$ cat src/pkg/tthc_defs.svh
// constants for the tone transceiver host port: field positions, reset values, timing
// assumes it is included by bare name from the package and the design files
`ifndef TTHC_DEFS_SVH
`define TTHC_DEFS_SVH

// ==========================================================
// clock and burst timing
`define TTHC_CLK_KHZ 125000
`define TTHC_BURST_TIME_MS 51
`define TTHC_BURST_CP_TIME_MS 102
`define TTHC_BURST_CYCLES (`TTHC_BURST_TIME_MS * `TTHC_CLK_KHZ)
`define TTHC_BURST_CP_CYCLES (`TTHC_BURST_CP_TIME_MS * `TTHC_CLK_KHZ)
`define TTHC_CNT_W 24

// ==========================================================
// data widths
`define TTHC_DATA_W 4
`define TTHC_PIN_W 4

// ==========================================================
// control word a fields
`define TTHC_A_TONE_OUT 0
`define TTHC_A_CALL_PROGRESS 1
`define TTHC_A_IRQ_EN 2
`define TTHC_A_BANK_SEL 3

// ==========================================================
// control word b fields
`define TTHC_B_BURST_N 0
`define TTHC_B_TEST 1
`define TTHC_B_SINGLE 2
`define TTHC_B_COLUMN 3

// ==========================================================
// status fields
`define TTHC_S_IRQ 0
`define TTHC_S_TX_EMPTY 1
`define TTHC_S_RX_FULL 2
`define TTHC_S_STEER 3

// ==========================================================
// reset values
`define TTHC_CTRL_A_RST 4'h0
`define TTHC_CTRL_B_RST 4'h0
`define TTHC_DIGIT_RST 4'h0

`endif

$ cat src/pkg/tthc_pkg.sv
// types shared by the tone transceiver host port
// assumes tthc_defs.svh is on the include path
package tthc_pkg;
	`include "tthc_defs.svh"

	// ==========================================================
	// synchronised host pins
	typedef struct packed {
		logic cs_n;
		logic register_class_select;
		logic wr_n;
		logic rd_n;
	} tthc_bus_s;

	typedef enum logic [1:0] {
		TTHC_IDLE,
		TTHC_BURST,
		TTHC_PAUSE
	} tthc_phase_e;

	// ==========================================================
	// all state of the host port
	typedef struct packed {
		logic [`TTHC_DATA_W-1:0] control_word_a;
		logic [`TTHC_DATA_W-1:0] control_word_b;
		logic [`TTHC_DATA_W-1:0] tx_code;
		logic [`TTHC_DATA_W-1:0] rx_code;
		logic control_bank_select;
		logic tx_empty;
		logic rx_full;
		logic steer;
		tthc_phase_e phase;
		logic [`TTHC_CNT_W-1:0] count;
		tthc_bus_s bus_q;
		logic [`TTHC_DATA_W-1:0] data_q;
		logic rd_active;
		logic rd_status;
		logic [`TTHC_DATA_W-1:0] dout;
		logic dout_oe_n;
		logic irq_oe_n;
		logic tone_on;
		logic single_tone;
		logic column_group;
		logic rx_enable;
	} tthc_state_s;
endpackage

$ cat src/core/tthc_host_ctrl.sv
// host register port and transmit control of a dual-tone transceiver
// assumes a microcontroller bus on pins, a receiver block on the same clock
// delivering validated digits and steering, and a comparator output for call progress
`timescale 1ns/100ps
`include "tthc_defs.svh"
module tthc_host_ctrl
	import tthc_pkg::*;
#(
	parameter logic [`TTHC_CNT_W-1:0] BURST_CYCLES = `TTHC_CNT_W'(`TTHC_BURST_CYCLES),
	parameter logic [`TTHC_CNT_W-1:0] BURST_CP_CYCLES = `TTHC_CNT_W'(`TTHC_BURST_CP_CYCLES)
) (
	// clock, reset, enable
	input wire logic i_clock,
	input wire logic i_rst_n,
	input wire logic i_clk_en,
	// host bus pins
	input wire logic i_cs_n,
	input wire logic i_register_class_select,
	input wire logic i_wr_n,
	input wire logic i_rd_n,
	input wire logic [`TTHC_DATA_W-1:0] i_data,
	output logic [`TTHC_DATA_W-1:0] o_data,
	output logic o_data_oe_n,
	// shared interrupt or call progress pin, open drain
	input wire logic i_interrupt_tone_pin,
	output logic o_interrupt_tone_pin,
	output logic o_interrupt_tone_pin_oe_n,
	// receiver side
	input wire logic i_rx_digit_valid,
	input wire logic [`TTHC_DATA_W-1:0] i_rx_digit_code,
	input wire logic i_delayed_steer,
	input wire logic i_call_progress_square,
	output logic o_rx_enable,
	// tone generator side
	output logic [`TTHC_DATA_W-1:0] o_tone_code,
	output logic o_tone_on,
	output logic o_single_tone,
	output logic o_column_group
);
	logic rst_meta_n;
	logic rst_n;
	tthc_bus_s bus_pin;
	tthc_bus_s bus_s;
	logic [`TTHC_DATA_W-1:0] data_s;
	logic cp_square_s;
	tthc_state_s st;
	tthc_state_s next_st;

	// ==========================================================
	// reset release
	// a low enable also holds the release, so the whole block wakes together
	always_ff @(posedge i_clock or negedge i_rst_n) begin
		if (!i_rst_n) begin
			rst_meta_n <= 1'b0;
			rst_n <= 1'b0;
		end else if (i_clk_en) begin
			rst_meta_n <= 1'b1;
			rst_n <= rst_meta_n;
		end
	end

	// ==========================================================
	// pin synchronisers
	assign bus_pin = '{cs_n: i_cs_n, register_class_select: i_register_class_select,
		wr_n: i_wr_n, rd_n: i_rd_n};

	tthc_sync3 #(.W(`TTHC_PIN_W)) u_sync_bus (
		.i_clock(i_clock),
		.i_rst_n(rst_n),
		.i_clk_en(i_clk_en),
		.i_pin(bus_pin),
		.o_value(bus_s)
	);

	// data goes through the same filter as the strobes, so both line up
	tthc_sync3 #(.W(`TTHC_DATA_W)) u_sync_data (
		.i_clock(i_clock),
		.i_rst_n(rst_n),
		.i_clk_en(i_clk_en),
		.i_pin(i_data),
		.o_value(data_s)
	);

	// comparator output is asynchronous to our clock
	tthc_sync3 #(.W(1)) u_sync_cp (
		.i_clock(i_clock),
		.i_rst_n(rst_n),
		.i_clk_en(i_clk_en),
		.i_pin(i_call_progress_square),
		.o_value(cp_square_s)
	);

	// ==========================================================
	// next state
	always_comb begin
		logic wr_done;
		logic rd_start;
		logic rd_end;
		logic tx_start;
		logic burst_on;
		logic cp_mode;
		logic pull_low;
		logic [`TTHC_CNT_W-1:0] len;
		logic [`TTHC_DATA_W-1:0] status;
		wr_done = 1'b0;
		rd_start = 1'b0;
		rd_end = 1'b0;
		tx_start = 1'b0;
		burst_on = ~st.control_word_b[`TTHC_B_BURST_N];
		cp_mode = st.control_word_a[`TTHC_A_CALL_PROGRESS];
		pull_low = 1'b0;
		len = cp_mode ? BURST_CP_CYCLES : BURST_CYCLES;
		status = '0;
		next_st = st;
		next_st.bus_q = bus_s;
		next_st.data_q = data_s;

		// write commits on the strobe's trailing edge with data held during it
		wr_done = ~st.bus_q.cs_n & ~st.bus_q.wr_n & bus_s.wr_n;
		rd_start = ~bus_s.cs_n & ~bus_s.rd_n & (st.bus_q.rd_n | st.bus_q.cs_n);
		rd_end = st.rd_active & (bus_s.rd_n | bus_s.cs_n);

		if (wr_done) begin
			if (!st.bus_q.register_class_select) begin
				next_st.tx_code = st.data_q;
				tx_start = 1'b1;
			end else if (st.control_bank_select) begin
				next_st.control_word_b = st.data_q;
				next_st.control_bank_select = 1'b0;
			end else begin
				next_st.control_word_a = st.data_q;
				next_st.control_bank_select = st.data_q[`TTHC_A_BANK_SEL];
			end
		end

		// ----------------------------------------------------------
		// burst and pause sequencer
		unique case (st.phase)
			TTHC_IDLE: begin
				next_st.count = st.count;
			end
			TTHC_BURST: begin
				if (st.count == '0) begin
					next_st.phase = TTHC_PAUSE;
					next_st.count = len - `TTHC_CNT_W'(1);
				end else begin
					next_st.count = st.count - `TTHC_CNT_W'(1);
				end
			end
			TTHC_PAUSE: begin
				if (st.count == '0) begin
					next_st.phase = TTHC_IDLE;
					// empty is raised below, where a same-cycle write can veto it
				end else begin
					next_st.count = st.count - `TTHC_CNT_W'(1);
				end
			end
		endcase
		// a new digit restarts the burst; the host is expected to wait for empty
		if (tx_start && burst_on) begin
			next_st.phase = TTHC_BURST;
			next_st.count = len - `TTHC_CNT_W'(1);
		end
		if (!burst_on) begin
			next_st.phase = TTHC_IDLE;
		end

		// ----------------------------------------------------------
		// status read: drive on leading edge, clear on trailing edge
		status[`TTHC_S_IRQ] = st.tx_empty | st.rx_full;
		status[`TTHC_S_TX_EMPTY] = st.tx_empty;
		status[`TTHC_S_RX_FULL] = st.rx_full;
		status[`TTHC_S_STEER] = st.steer;
		if (rd_start) begin
			next_st.rd_active = 1'b1;
			next_st.rd_status = bus_s.register_class_select;
			next_st.dout_oe_n = 1'b0;
			next_st.dout = bus_s.register_class_select ? status : st.rx_code;
		end
		// clearing only at the end of the read drops a flag raised while a slow read is in progress
		if (rd_end) begin
			next_st.rd_active = 1'b0;
			next_st.dout_oe_n = 1'b1;
			if (st.rd_status) begin
				next_st.tx_empty = 1'b0;
				next_st.rx_full = 1'b0;
			end
		end
		// events override a clear in the same cycle
		// a write that lands as the pause ends starts a new burst instead
		if ((st.phase == TTHC_PAUSE) && (st.count == '0) && burst_on && !tx_start) begin
			next_st.tx_empty = 1'b1;
		end
		if (!burst_on) begin
			next_st.tx_empty = 1'b0;
		end
		if (i_rx_digit_valid && !cp_mode) begin
			next_st.rx_code = i_rx_digit_code;
			next_st.rx_full = 1'b1;
		end
		next_st.steer = ~i_delayed_steer;

		// ----------------------------------------------------------
		// generator and receiver controls
		// the enable lags the phase by one cycle, so burst and pause stay equal
		next_st.tone_on = st.control_word_a[`TTHC_A_TONE_OUT]
			& (~burst_on | (st.phase == TTHC_BURST));
		// column only matters with single tone; the generator combines them
		next_st.single_tone = st.control_word_b[`TTHC_B_SINGLE];
		next_st.column_group = st.control_word_b[`TTHC_B_COLUMN];
		next_st.rx_enable = ~cp_mode;

		// ----------------------------------------------------------
		// shared pin, only ever pulled low
		if (cp_mode) begin
			pull_low = st.control_word_a[`TTHC_A_IRQ_EN] & ~cp_square_s;
		end else if (st.control_word_b[`TTHC_B_TEST]) begin
			// test mode ignores the interrupt enable so steering can be probed
			pull_low = ~st.steer;
		end else begin
			pull_low = st.control_word_a[`TTHC_A_IRQ_EN] & (st.tx_empty | st.rx_full);
		end
		next_st.irq_oe_n = ~pull_low;
	end

	// ==========================================================
	// state register
	// the counter is sized for the doubled call progress length
	always_ff @(posedge i_clock or negedge rst_n) begin
		if (!rst_n) begin
			st <= '{
				control_word_a: `TTHC_CTRL_A_RST,
				control_word_b: `TTHC_CTRL_B_RST,
				tx_code: `TTHC_DIGIT_RST,
				rx_code: `TTHC_DIGIT_RST,
				control_bank_select: 1'b0,
				tx_empty: 1'b0,
				rx_full: 1'b0,
				steer: 1'b1,
				phase: TTHC_IDLE,
				count: '0,
				bus_q: '1,
				data_q: '0,
				rd_active: 1'b0,
				rd_status: 1'b0,
				dout: '0,
				dout_oe_n: 1'b1,
				irq_oe_n: 1'b1,
				tone_on: 1'b0,
				single_tone: 1'b0,
				column_group: 1'b0,
				rx_enable: 1'b1
			};
		end else if (i_clk_en) begin
			st <= next_st;
		end
	end

	// ==========================================================
	// outputs straight from state
	// the pin's output level is a constant low flop; only its enable moves
	always_ff @(posedge i_clock or negedge rst_n) begin
		if (!rst_n) begin
			o_interrupt_tone_pin <= 1'b0;
		end else if (i_clk_en) begin
			o_interrupt_tone_pin <= 1'b0;
		end
	end

	assign o_data = st.dout;
	assign o_data_oe_n = st.dout_oe_n;
	assign o_interrupt_tone_pin_oe_n = st.irq_oe_n;
	assign o_rx_enable = st.rx_enable;
	assign o_tone_code = st.tx_code;
	assign o_tone_on = st.tone_on;
	assign o_single_tone = st.single_tone;
	assign o_column_group = st.column_group;
endmodule

$ cat src/core/tthc_sync3.sv
// three-stage synchroniser for pin inputs with agreement filter
// assumes one clock; the value moves on only when stages two and three agree
`timescale 1ns/100ps
module tthc_sync3 #(
	parameter int W = 1
) (
	// clock, reset and enable
	input wire logic i_clock,
	input wire logic i_rst_n,
	input wire logic i_clk_en,
	// pins in, filtered value out
	input wire logic [W-1:0] i_pin,
	output logic [W-1:0] o_value
);
	logic [W-1:0] stage1;
	logic [W-1:0] stage2;
	logic [W-1:0] stage3;

	// ==========================================================
	// stage1 feeds stage2 only
	always_ff @(posedge i_clock or negedge i_rst_n) begin
		if (!i_rst_n) begin
			stage1 <= '1;
			stage2 <= '1;
			stage3 <= '1;
			o_value <= '1;
		end else if (i_clk_en) begin
			stage1 <= i_pin;
			stage2 <= stage1;
			stage3 <= stage2;
			for (int i = 0; i < W; i++) begin
				if (stage2[i] == stage3[i]) begin
					o_value[i] <= stage3[i];
				end
			end
		end
	end
endmodule

$ cat config.mk
export PLATFORM = sky130hd
export DESIGN_NAME = tthc_host_ctrl
export DESIGN_NICKNAME = d
export VERILOG_FILES = /design/src/pkg/tthc_pkg.sv /design/src/core/tthc_host_ctrl.sv /design/src/core/tthc_sync3.sv
export VERILOG_INCLUDE_DIRS = /design/src /design/src/pkg
export SDC_FILE = /design/constraint.sdc
export NUM_CORES = 1
export LEC_CHECK = 0
export BUFFER_PORTS_ARGS = -buffer_cell sky130_fd_sc_hd__buf_2
export CORE_UTILIZATION = 46
export DETAILED_ROUTE_END_ITERATION = 10
export GPL_ROUTABILITY_DRIVEN = 0
export PLACE_DENSITY = 0.69
export SYNTH_ARGS = -nofsm -noshare
export SYNTH_HDL_FRONTEND = slang
export SYNTH_HIERARCHICAL = 1
export SYNTH_SLANG_ARGS = --single-unit
$ cat constraint.sdc
create_clock -name i_clock -period 3.4 [get_ports i_clock]
set_clock_uncertainty 0.15 [all_clocks]
set_input_delay 0.51 -clock i_clock [delete_from_list [all_inputs] [get_ports i_clock]]
set_output_delay 0.51 -clock i_clock [all_outputs]
set_load 0.02 [all_outputs]
==> results of run 1 <==
[cell families after synthesis]
kind of cell | after synthesis | synth area share, %
compound gates | 100 | 13.5
buf+inv | 47 | 5.14
simple gates | 117 | 12.9
fa+ha+maj | 4 | 0.989
flops | 103 | 52.0
other cells | 1 | 0.0741
mux | 70 | 15.4
[worst paths after layout]
path                                    start                               end  slack (ns)  cells after the start
min in group asynchronous             i_rst_n                 rst_n$_DFFE_PN0P_        0.28                      2
min                           i_delayed_steer                st[46]$_DFFE_PN1P_        0.11                      2
max in group asynchronous   rst_n$_DFFE_PN0P_  u_sync_bus/stage3[2]$_DFFE_PN1P_        1.80                      1
min reg2reg                 rst_n$_DFFE_PN0P_                st[14]$_DFFE_PN0P_        0.32                      0
max                        st[28]$_DFFE_PN0P_                st[37]$_DFFE_PN0P_        0.62                      5
max reg2reg                st[28]$_DFFE_PN0P_                st[37]$_DFFE_PN0P_        0.62                      5
[what timing repair did]
item / in CTS / in global routing
hold endpoints to repair: 2 / 0
gates resized for setup: 0 / 0
hold buffers: 1 / 0
[synth_stat cells (all sizes together) (8+ instances only)]
cell type  instances  area [µm²]
dfrtp             59        1480
mux2              52         597
dfstp             44        1160
o21ai             28         140
a21oi             26         130
nand2             26        97.6
nor2              24        90.1
buf               22         166
inv               21        78.8
mux2i             18         180
nand3             16        85.1
nor3              10        61.3
nand2b             9        56.3
o2bb2ai            8        70.1
[area by class of cell]
cell class	count	share of cell area, %
repair buffers	39	3.99
flip-flops and latches	103	48.3
clock buffers	12	2.87
multi-input cells	292	39.8
clock inverters	4	0.482
well taps	136	3.12
inverters	21	1.45
[through the flow]
stage | hold WS (ns) | setup WS [ns] | util (%)
floorplan | 0.0644 | 0.229 | -
global placement | 0.145 | 0.767 | 50.1
detailed placement | 0.146 | 0.672 | 50.1
CTS | 0.103 | 0.618 | 51.9
global route | 0.119 | 0.465 | 51.9
finish | 0.114 | 0.616 | 51.9
[worst max-delay path: stages, from the launching register on]
cell and delay, ns:
dfrtp_1 0.45, or4_1 0.72, nor4_4 0.73, nand3_1 0.17, mux2_1 0.34, o22ai_1 0.13
[per-layer routing]
| layer | vias to the layer above | GRT usage [%] | wire length, µm |
|---|---|---|---|
| li1 | 1646 | - | - |
| met1 | 1724 | 24.3 | 4430 |
| met2 | 51 | 30.5 | 4650 |
| met3 | 17 | 4.13 | 303 |
| met4 | 0 | 7.63 | 203 |
| met5 | - | 0 | 0 |
[power groups by stage]
stage          Clock (µW)  Sequential (µW)  Combinational (µW)
6_report              739             2180                1250
5_1_grt               807             2250                1390
4_1_cts               761             2180                1260
3_5_place_dp            0             2200                1250
3_3_place_gp            0             2170                1200
2_1_floorplan           0             2060                1070
[flip-flops by register name, summed over array words and instances (netlist names), 2 cells and up]
register and count:
o_tone_code 4, st 49, u_sync_bus/o_value 4, u_sync_bus/stage3 4, u_sync_bus/stage2 4, u_sync_bus/stage1 4
o_data 4, u_sync_data/o_value 4, next_st 2, u_sync_data/stage1 4, u_sync_data/stage3 4, u_sync_data/stage2 4
==> results.json, run 1 <==
{
  "track_usage_pct": 18.8,
  "max_freq_mhz": 359,
  "syn_area_mm2": 0.00506,
  "die_w_um": 107,
  "drc": 0,
  "synth_edf_count": 0,
  "portBuffers": 31,
  "htreeDepth": 3,
  "cts_tree": "yes",
  "num_vias": 3438,
  "yosys_warnings": 6,
  "seq_area_mm2": 0.00264,
  "irDropWorstVdd_v": 0.000355,
  "finalSetupViolCount": 0,
  "drt_iter0_drc": 149,
  "min_period_ns": 2.78,
  "fp.dieH_um": 107,
  "maxSlewViolCount": 0,
  "die_area_mm2": 0.0114,
  "hold_viol": 0,
  "min_path_type": "in2reg",
  "status": "finished clean",
  "end_kind": "flop",
  "avgSynthCellArea_um2": 11.5,
  "ys_async_sr_fraction_pct": 100,
  "num-nets-final": 489,
  "dp_hpwl_um": 6350,
  "swShare_pct": 36.3,
  "clkSlewWorstSetupHoldPaths_ns": 0.09,
  "cp.required_ns": 3.54,
  "synthFlopType": "dfrtp_1",
  "grt_max_degree": 69,
  "cp_data_arrival_time_ns": 2.93,
  "total_power_uw": 4170,
  "crit_fanout": 14,
  "synthDistinctLibCells": 59,
  "powerDensity_mw_per_mm2": 764,
  "clock_latency_ns": 0.38,
  "finish.instance_area_mm2": 0.00545,
  "coreArea_mm2": 0.0105,
  "grt_pass1_wl_um": 16700,
  "crit_type": "reg2reg",
  "start_util_pct": 48.2,
  "antenna_found_initial": 0,
  "cts-root-buf": "clkbuf_8",
  "postPlaceCellArea_mm2": 0.00526,
  "syn_to_final_growth_pct": 7.76,
  "fill_cells": 911,
  "grt_pass1_vias": 3451,
  "p_leak_uw": 0.00229,
  "p_comb_share_pct": 30.0,
  "tightest_slew_ns": 0.871,
  "ant_nets": 0,
  "power_frac_clock_pct": 17.7,
  "rows": 37,
  "dp_cells": 590,
  "pin_count": 34,
  "wire_per_inst_um": 15.8,
  "layout_common_cells": "dfrtp_1 (58), mux2_2 (48), dfstp_2 (44)",
  "drive_above_1_share_pct": 34.4,
  "clkSinkCount": 103,
  "drt-total-wl_um": 9590,
  "cts_buffer_depth": 2,
  "viasPerCell": 5.66,
  "ys_ff_latch": 103,
  "synthCells": 442,
  "power.net_switching_uw": 1510,
  "final_common_cell": "dfrtp_1",
  "slew-limit-headroom_pct": 41.9,
  "post-cts-setup-buffer-count": 0,
  "grt.overflow.total": 0,
  "tns_ns": 0,
  "worstSetupStartpointType": "flop",
  "diodes": 0,
  "drv_cap": 0,
  "power_frac_seq_pct": 52.2,
  "cts_buffers": 9,
  "rsz0062_at_grt": "no",
  "intPower_uw": 2650,
  "fin_cells": 607,
  "timing.final.crit_share_pct": 81.9,
  "synth_nets": 465,
  "dr.pass1.iters": 4,
  "multi_input_area_mm2": 0.00217,
  "seq_area_frac_synth_pct": 52.0
}
(Power assumes the default switching activity.)
==> inputs of run 2 (changes only) <==
==> constraint.sdc (replaced) <==
create_clock -name i_clock -period 2.4 [get_ports i_clock]
set_clock_uncertainty 0.15 [all_clocks]
set_input_delay 0.36 -clock i_clock [delete_from_list [all_inputs] [get_ports i_clock]]
set_output_delay 0.36 -clock i_clock [all_outputs]
set_load 0.02 [all_outputs]
==> results.json, run 2 (synthesis results as in run 1) <==
{
  "status": "finished clean",
  "cts_tree": "yes",
  "finalSetupViolCount": 0,
  "grt_use_met3_pct": 3.77,
  "total_power_uw": 6370,
  "grt_pass1_wl_um": 17000,
  "multi_input_area_mm2": 0.00224,
  "p_leak_uw": 0.00251,
  "die_w_um": 107,
  "crit_type": "reg2reg",
  "clock_latency_ns": 0.37,
  "diodes": 0,
  "start_util_pct": 48.2,
  "postPlaceCellArea_mm2": 0.00553,
  "p_comb_share_pct": 34.4,
  "fp.dieH_um": 107,
  "power.net_switching_uw": 2290,
  "ant_nets": 0,
  "num-nets-final": 531,
  "rows": 37,
  "whs_ns": 0.0685,
  "rsz0062_at_grt": "yes",
  "fill_cells": 908,
  "clkSinkCount": 103,
  "wire_per_inst_um": 15.9,
  "end_kind": "flop",
  "drt_iter0_drc": 236,
  "slowest_stage": "o41a_1",
  "die_area_mm2": 0.0114,
  "cts_buffer_depth": 2,
  "cp_data_arrival_time_ns": 2.45,
  "met1_usage_pct": 24.7,
  "portBuffers": 31,
  "coreArea_mm2": 0.0105,
  "top_register": "st",
  "antenna_found_initial": 0,
  "syn_to_final_growth_pct": 16.3,
  "dp_cells": 624,
  "max_stage_delay_ns": 0.60,
  "clkSlewWorstSetupHoldPaths_ns": 0.10,
  "dp_hpwl_um": 7040,
  "powerDensity_mw_per_mm2": 1080,
  "power_frac_seq_pct": 48.0,
  "max_freq_mhz": 428,
  "viasPerCell": 5.53,
  "drc": 0,
  "cts-root-buf": "clkbuf_8",
  "setup_slack_ns": 0.0650,
  "grt_pass1_vias": 3511,
  "pin_count": 34,
  "hold_viol": 0,
  "htreeDepth": 3,
  "worstSetupStartpointType": "flop",
  "track_usage_pct": 19.0,
  "grt_max_degree": 102,
  "swShare_pct": 36.0,
  "final_common_cell": "dfrtp_1",
  "finish.instance_area_mm2": 0.00589,
  "grt.busiest_layer": "met2",
  "num_vias": 3586,
  "drt-total-wl_um": 10300,
  "dr.pass1.iters": 4,
  "drive_above_1_share_pct": 41.9,
  "drv_cap": 0,
  "min_path_type": "in2reg",
  "seq_area_mm2": 0.00264,
  "largest_reg_flops": 49,
  "tightest_slew_ns": 0.518,
  "maxSlewViolCount": 0,
  "min_period_ns": 2.34,
  "crit_family": "compound AO/OA/AOI/OAI gates",
  "crit_fanout": 7,
  "layout_common_cells": "dfrtp_1 (58), mux2_2 (48), dfstp_2 (44)",
  "use_met2_pct": 31.5,
  "post-place-ws_ns": -0.0236,
  "r2r_slack_ns": 0.06,
  "grt.overflow.total": 0,
  "slew-limit-headroom_pct": 65.5,
  "intPower_uw": 4080,
  "path_cells": "nor3_1, nand2_1, o41a_1, buf_6, mux2i_1, o22a_1",
  "cts_buffers": 9,
  "irDropWorstVdd_v": 0.000482,
  "fin_cells": 649,
  "timing.final.crit_share_pct": 97.3,
  "power_frac_clock_pct": 17.6,
  "cp.required_ns": 2.51,
  "path_buf_inv": 1
}
-- run 2: area by class of cell --
type	count	area share [%]
multi-input combinational	292	38.0
inverter	21	1.34
timing repair buffer	81	9.54
tap	136	2.89
clock buffer	10	2.17
sequential	103	44.8
clock inverter	6	1.30
-- run 2: worst paths after layout --
check                                                     to  cells past startpoint          startpoint
max                                       st[34]$_DFFE_PN0P_                      6  st[32]$_DFFE_PN0P_
min                        u_sync_data/stage1[2]$_DFFE_PN1P_                      2           i_data[2]
max reg2reg                               st[34]$_DFFE_PN0P_                      6  st[32]$_DFFE_PN0P_
min reg2reg                               st[14]$_DFFE_PN0P_                      1   rst_n$_DFFE_PN0P_
max in group asynchronous            o_rx_enable$_DFFE_PN1P_                      1   rst_n$_DFFE_PN0P_
min in group asynchronous                  rst_n$_DFFE_PN0P_                      2             i_rst_n
-- run 2: through the flow --
stage | TNS (ns) | util (%)
floorplan | 0 | -
global placement | 0 | 52.6
detailed placement | -0.0265 | 52.6
CTS | 0 | 54.8
global route | -0.105 | 56.0
finish | 0 | 56.0
-- run 2: routing by layer --
| layer | wire [µm] | vias up |
|---|---|---|
| li1 | - | 1737 |
| met1 | 4530 | 1786 |
| met2 | 5330 | 55 |
| met3 | 345 | 8 |
| met4 | 91 | 0 |
| met5 | 0 | - |
-- run 2: worst register-to-register path, delay by kind of cell, from the launching register on --
family	cells	cell delay [ns]
buf+inv	1	0.22
flops	1	0.44
mux	1	0.12
compound gates	2	0.81
simple gates	2	0.49
-- run 2: power groups by stage --
stage	clock network (µW)	logic (µW)	registers, µW
detailed placement	0	2070	3060
floorplan	0	1520	2920
finish	1120	2190	3060
global route	1220	2390	3150
CTS	1150	2080	3030
global placement	0	1980	3020
-- run 2: timing repair --
| action | in CTS | in global routing |
|---|---|---|
| hold buffers | 2 | 0 |
| hold endpoints to repair | 3 | 0 |
| resized for setup | 1 | 19 |
| cloned | 0 | 2 |
| endpoints found under the setup margin | 6 | 22 |
| setup buffers | 0 | 5 |
| pin swaps | 2 | 10 |
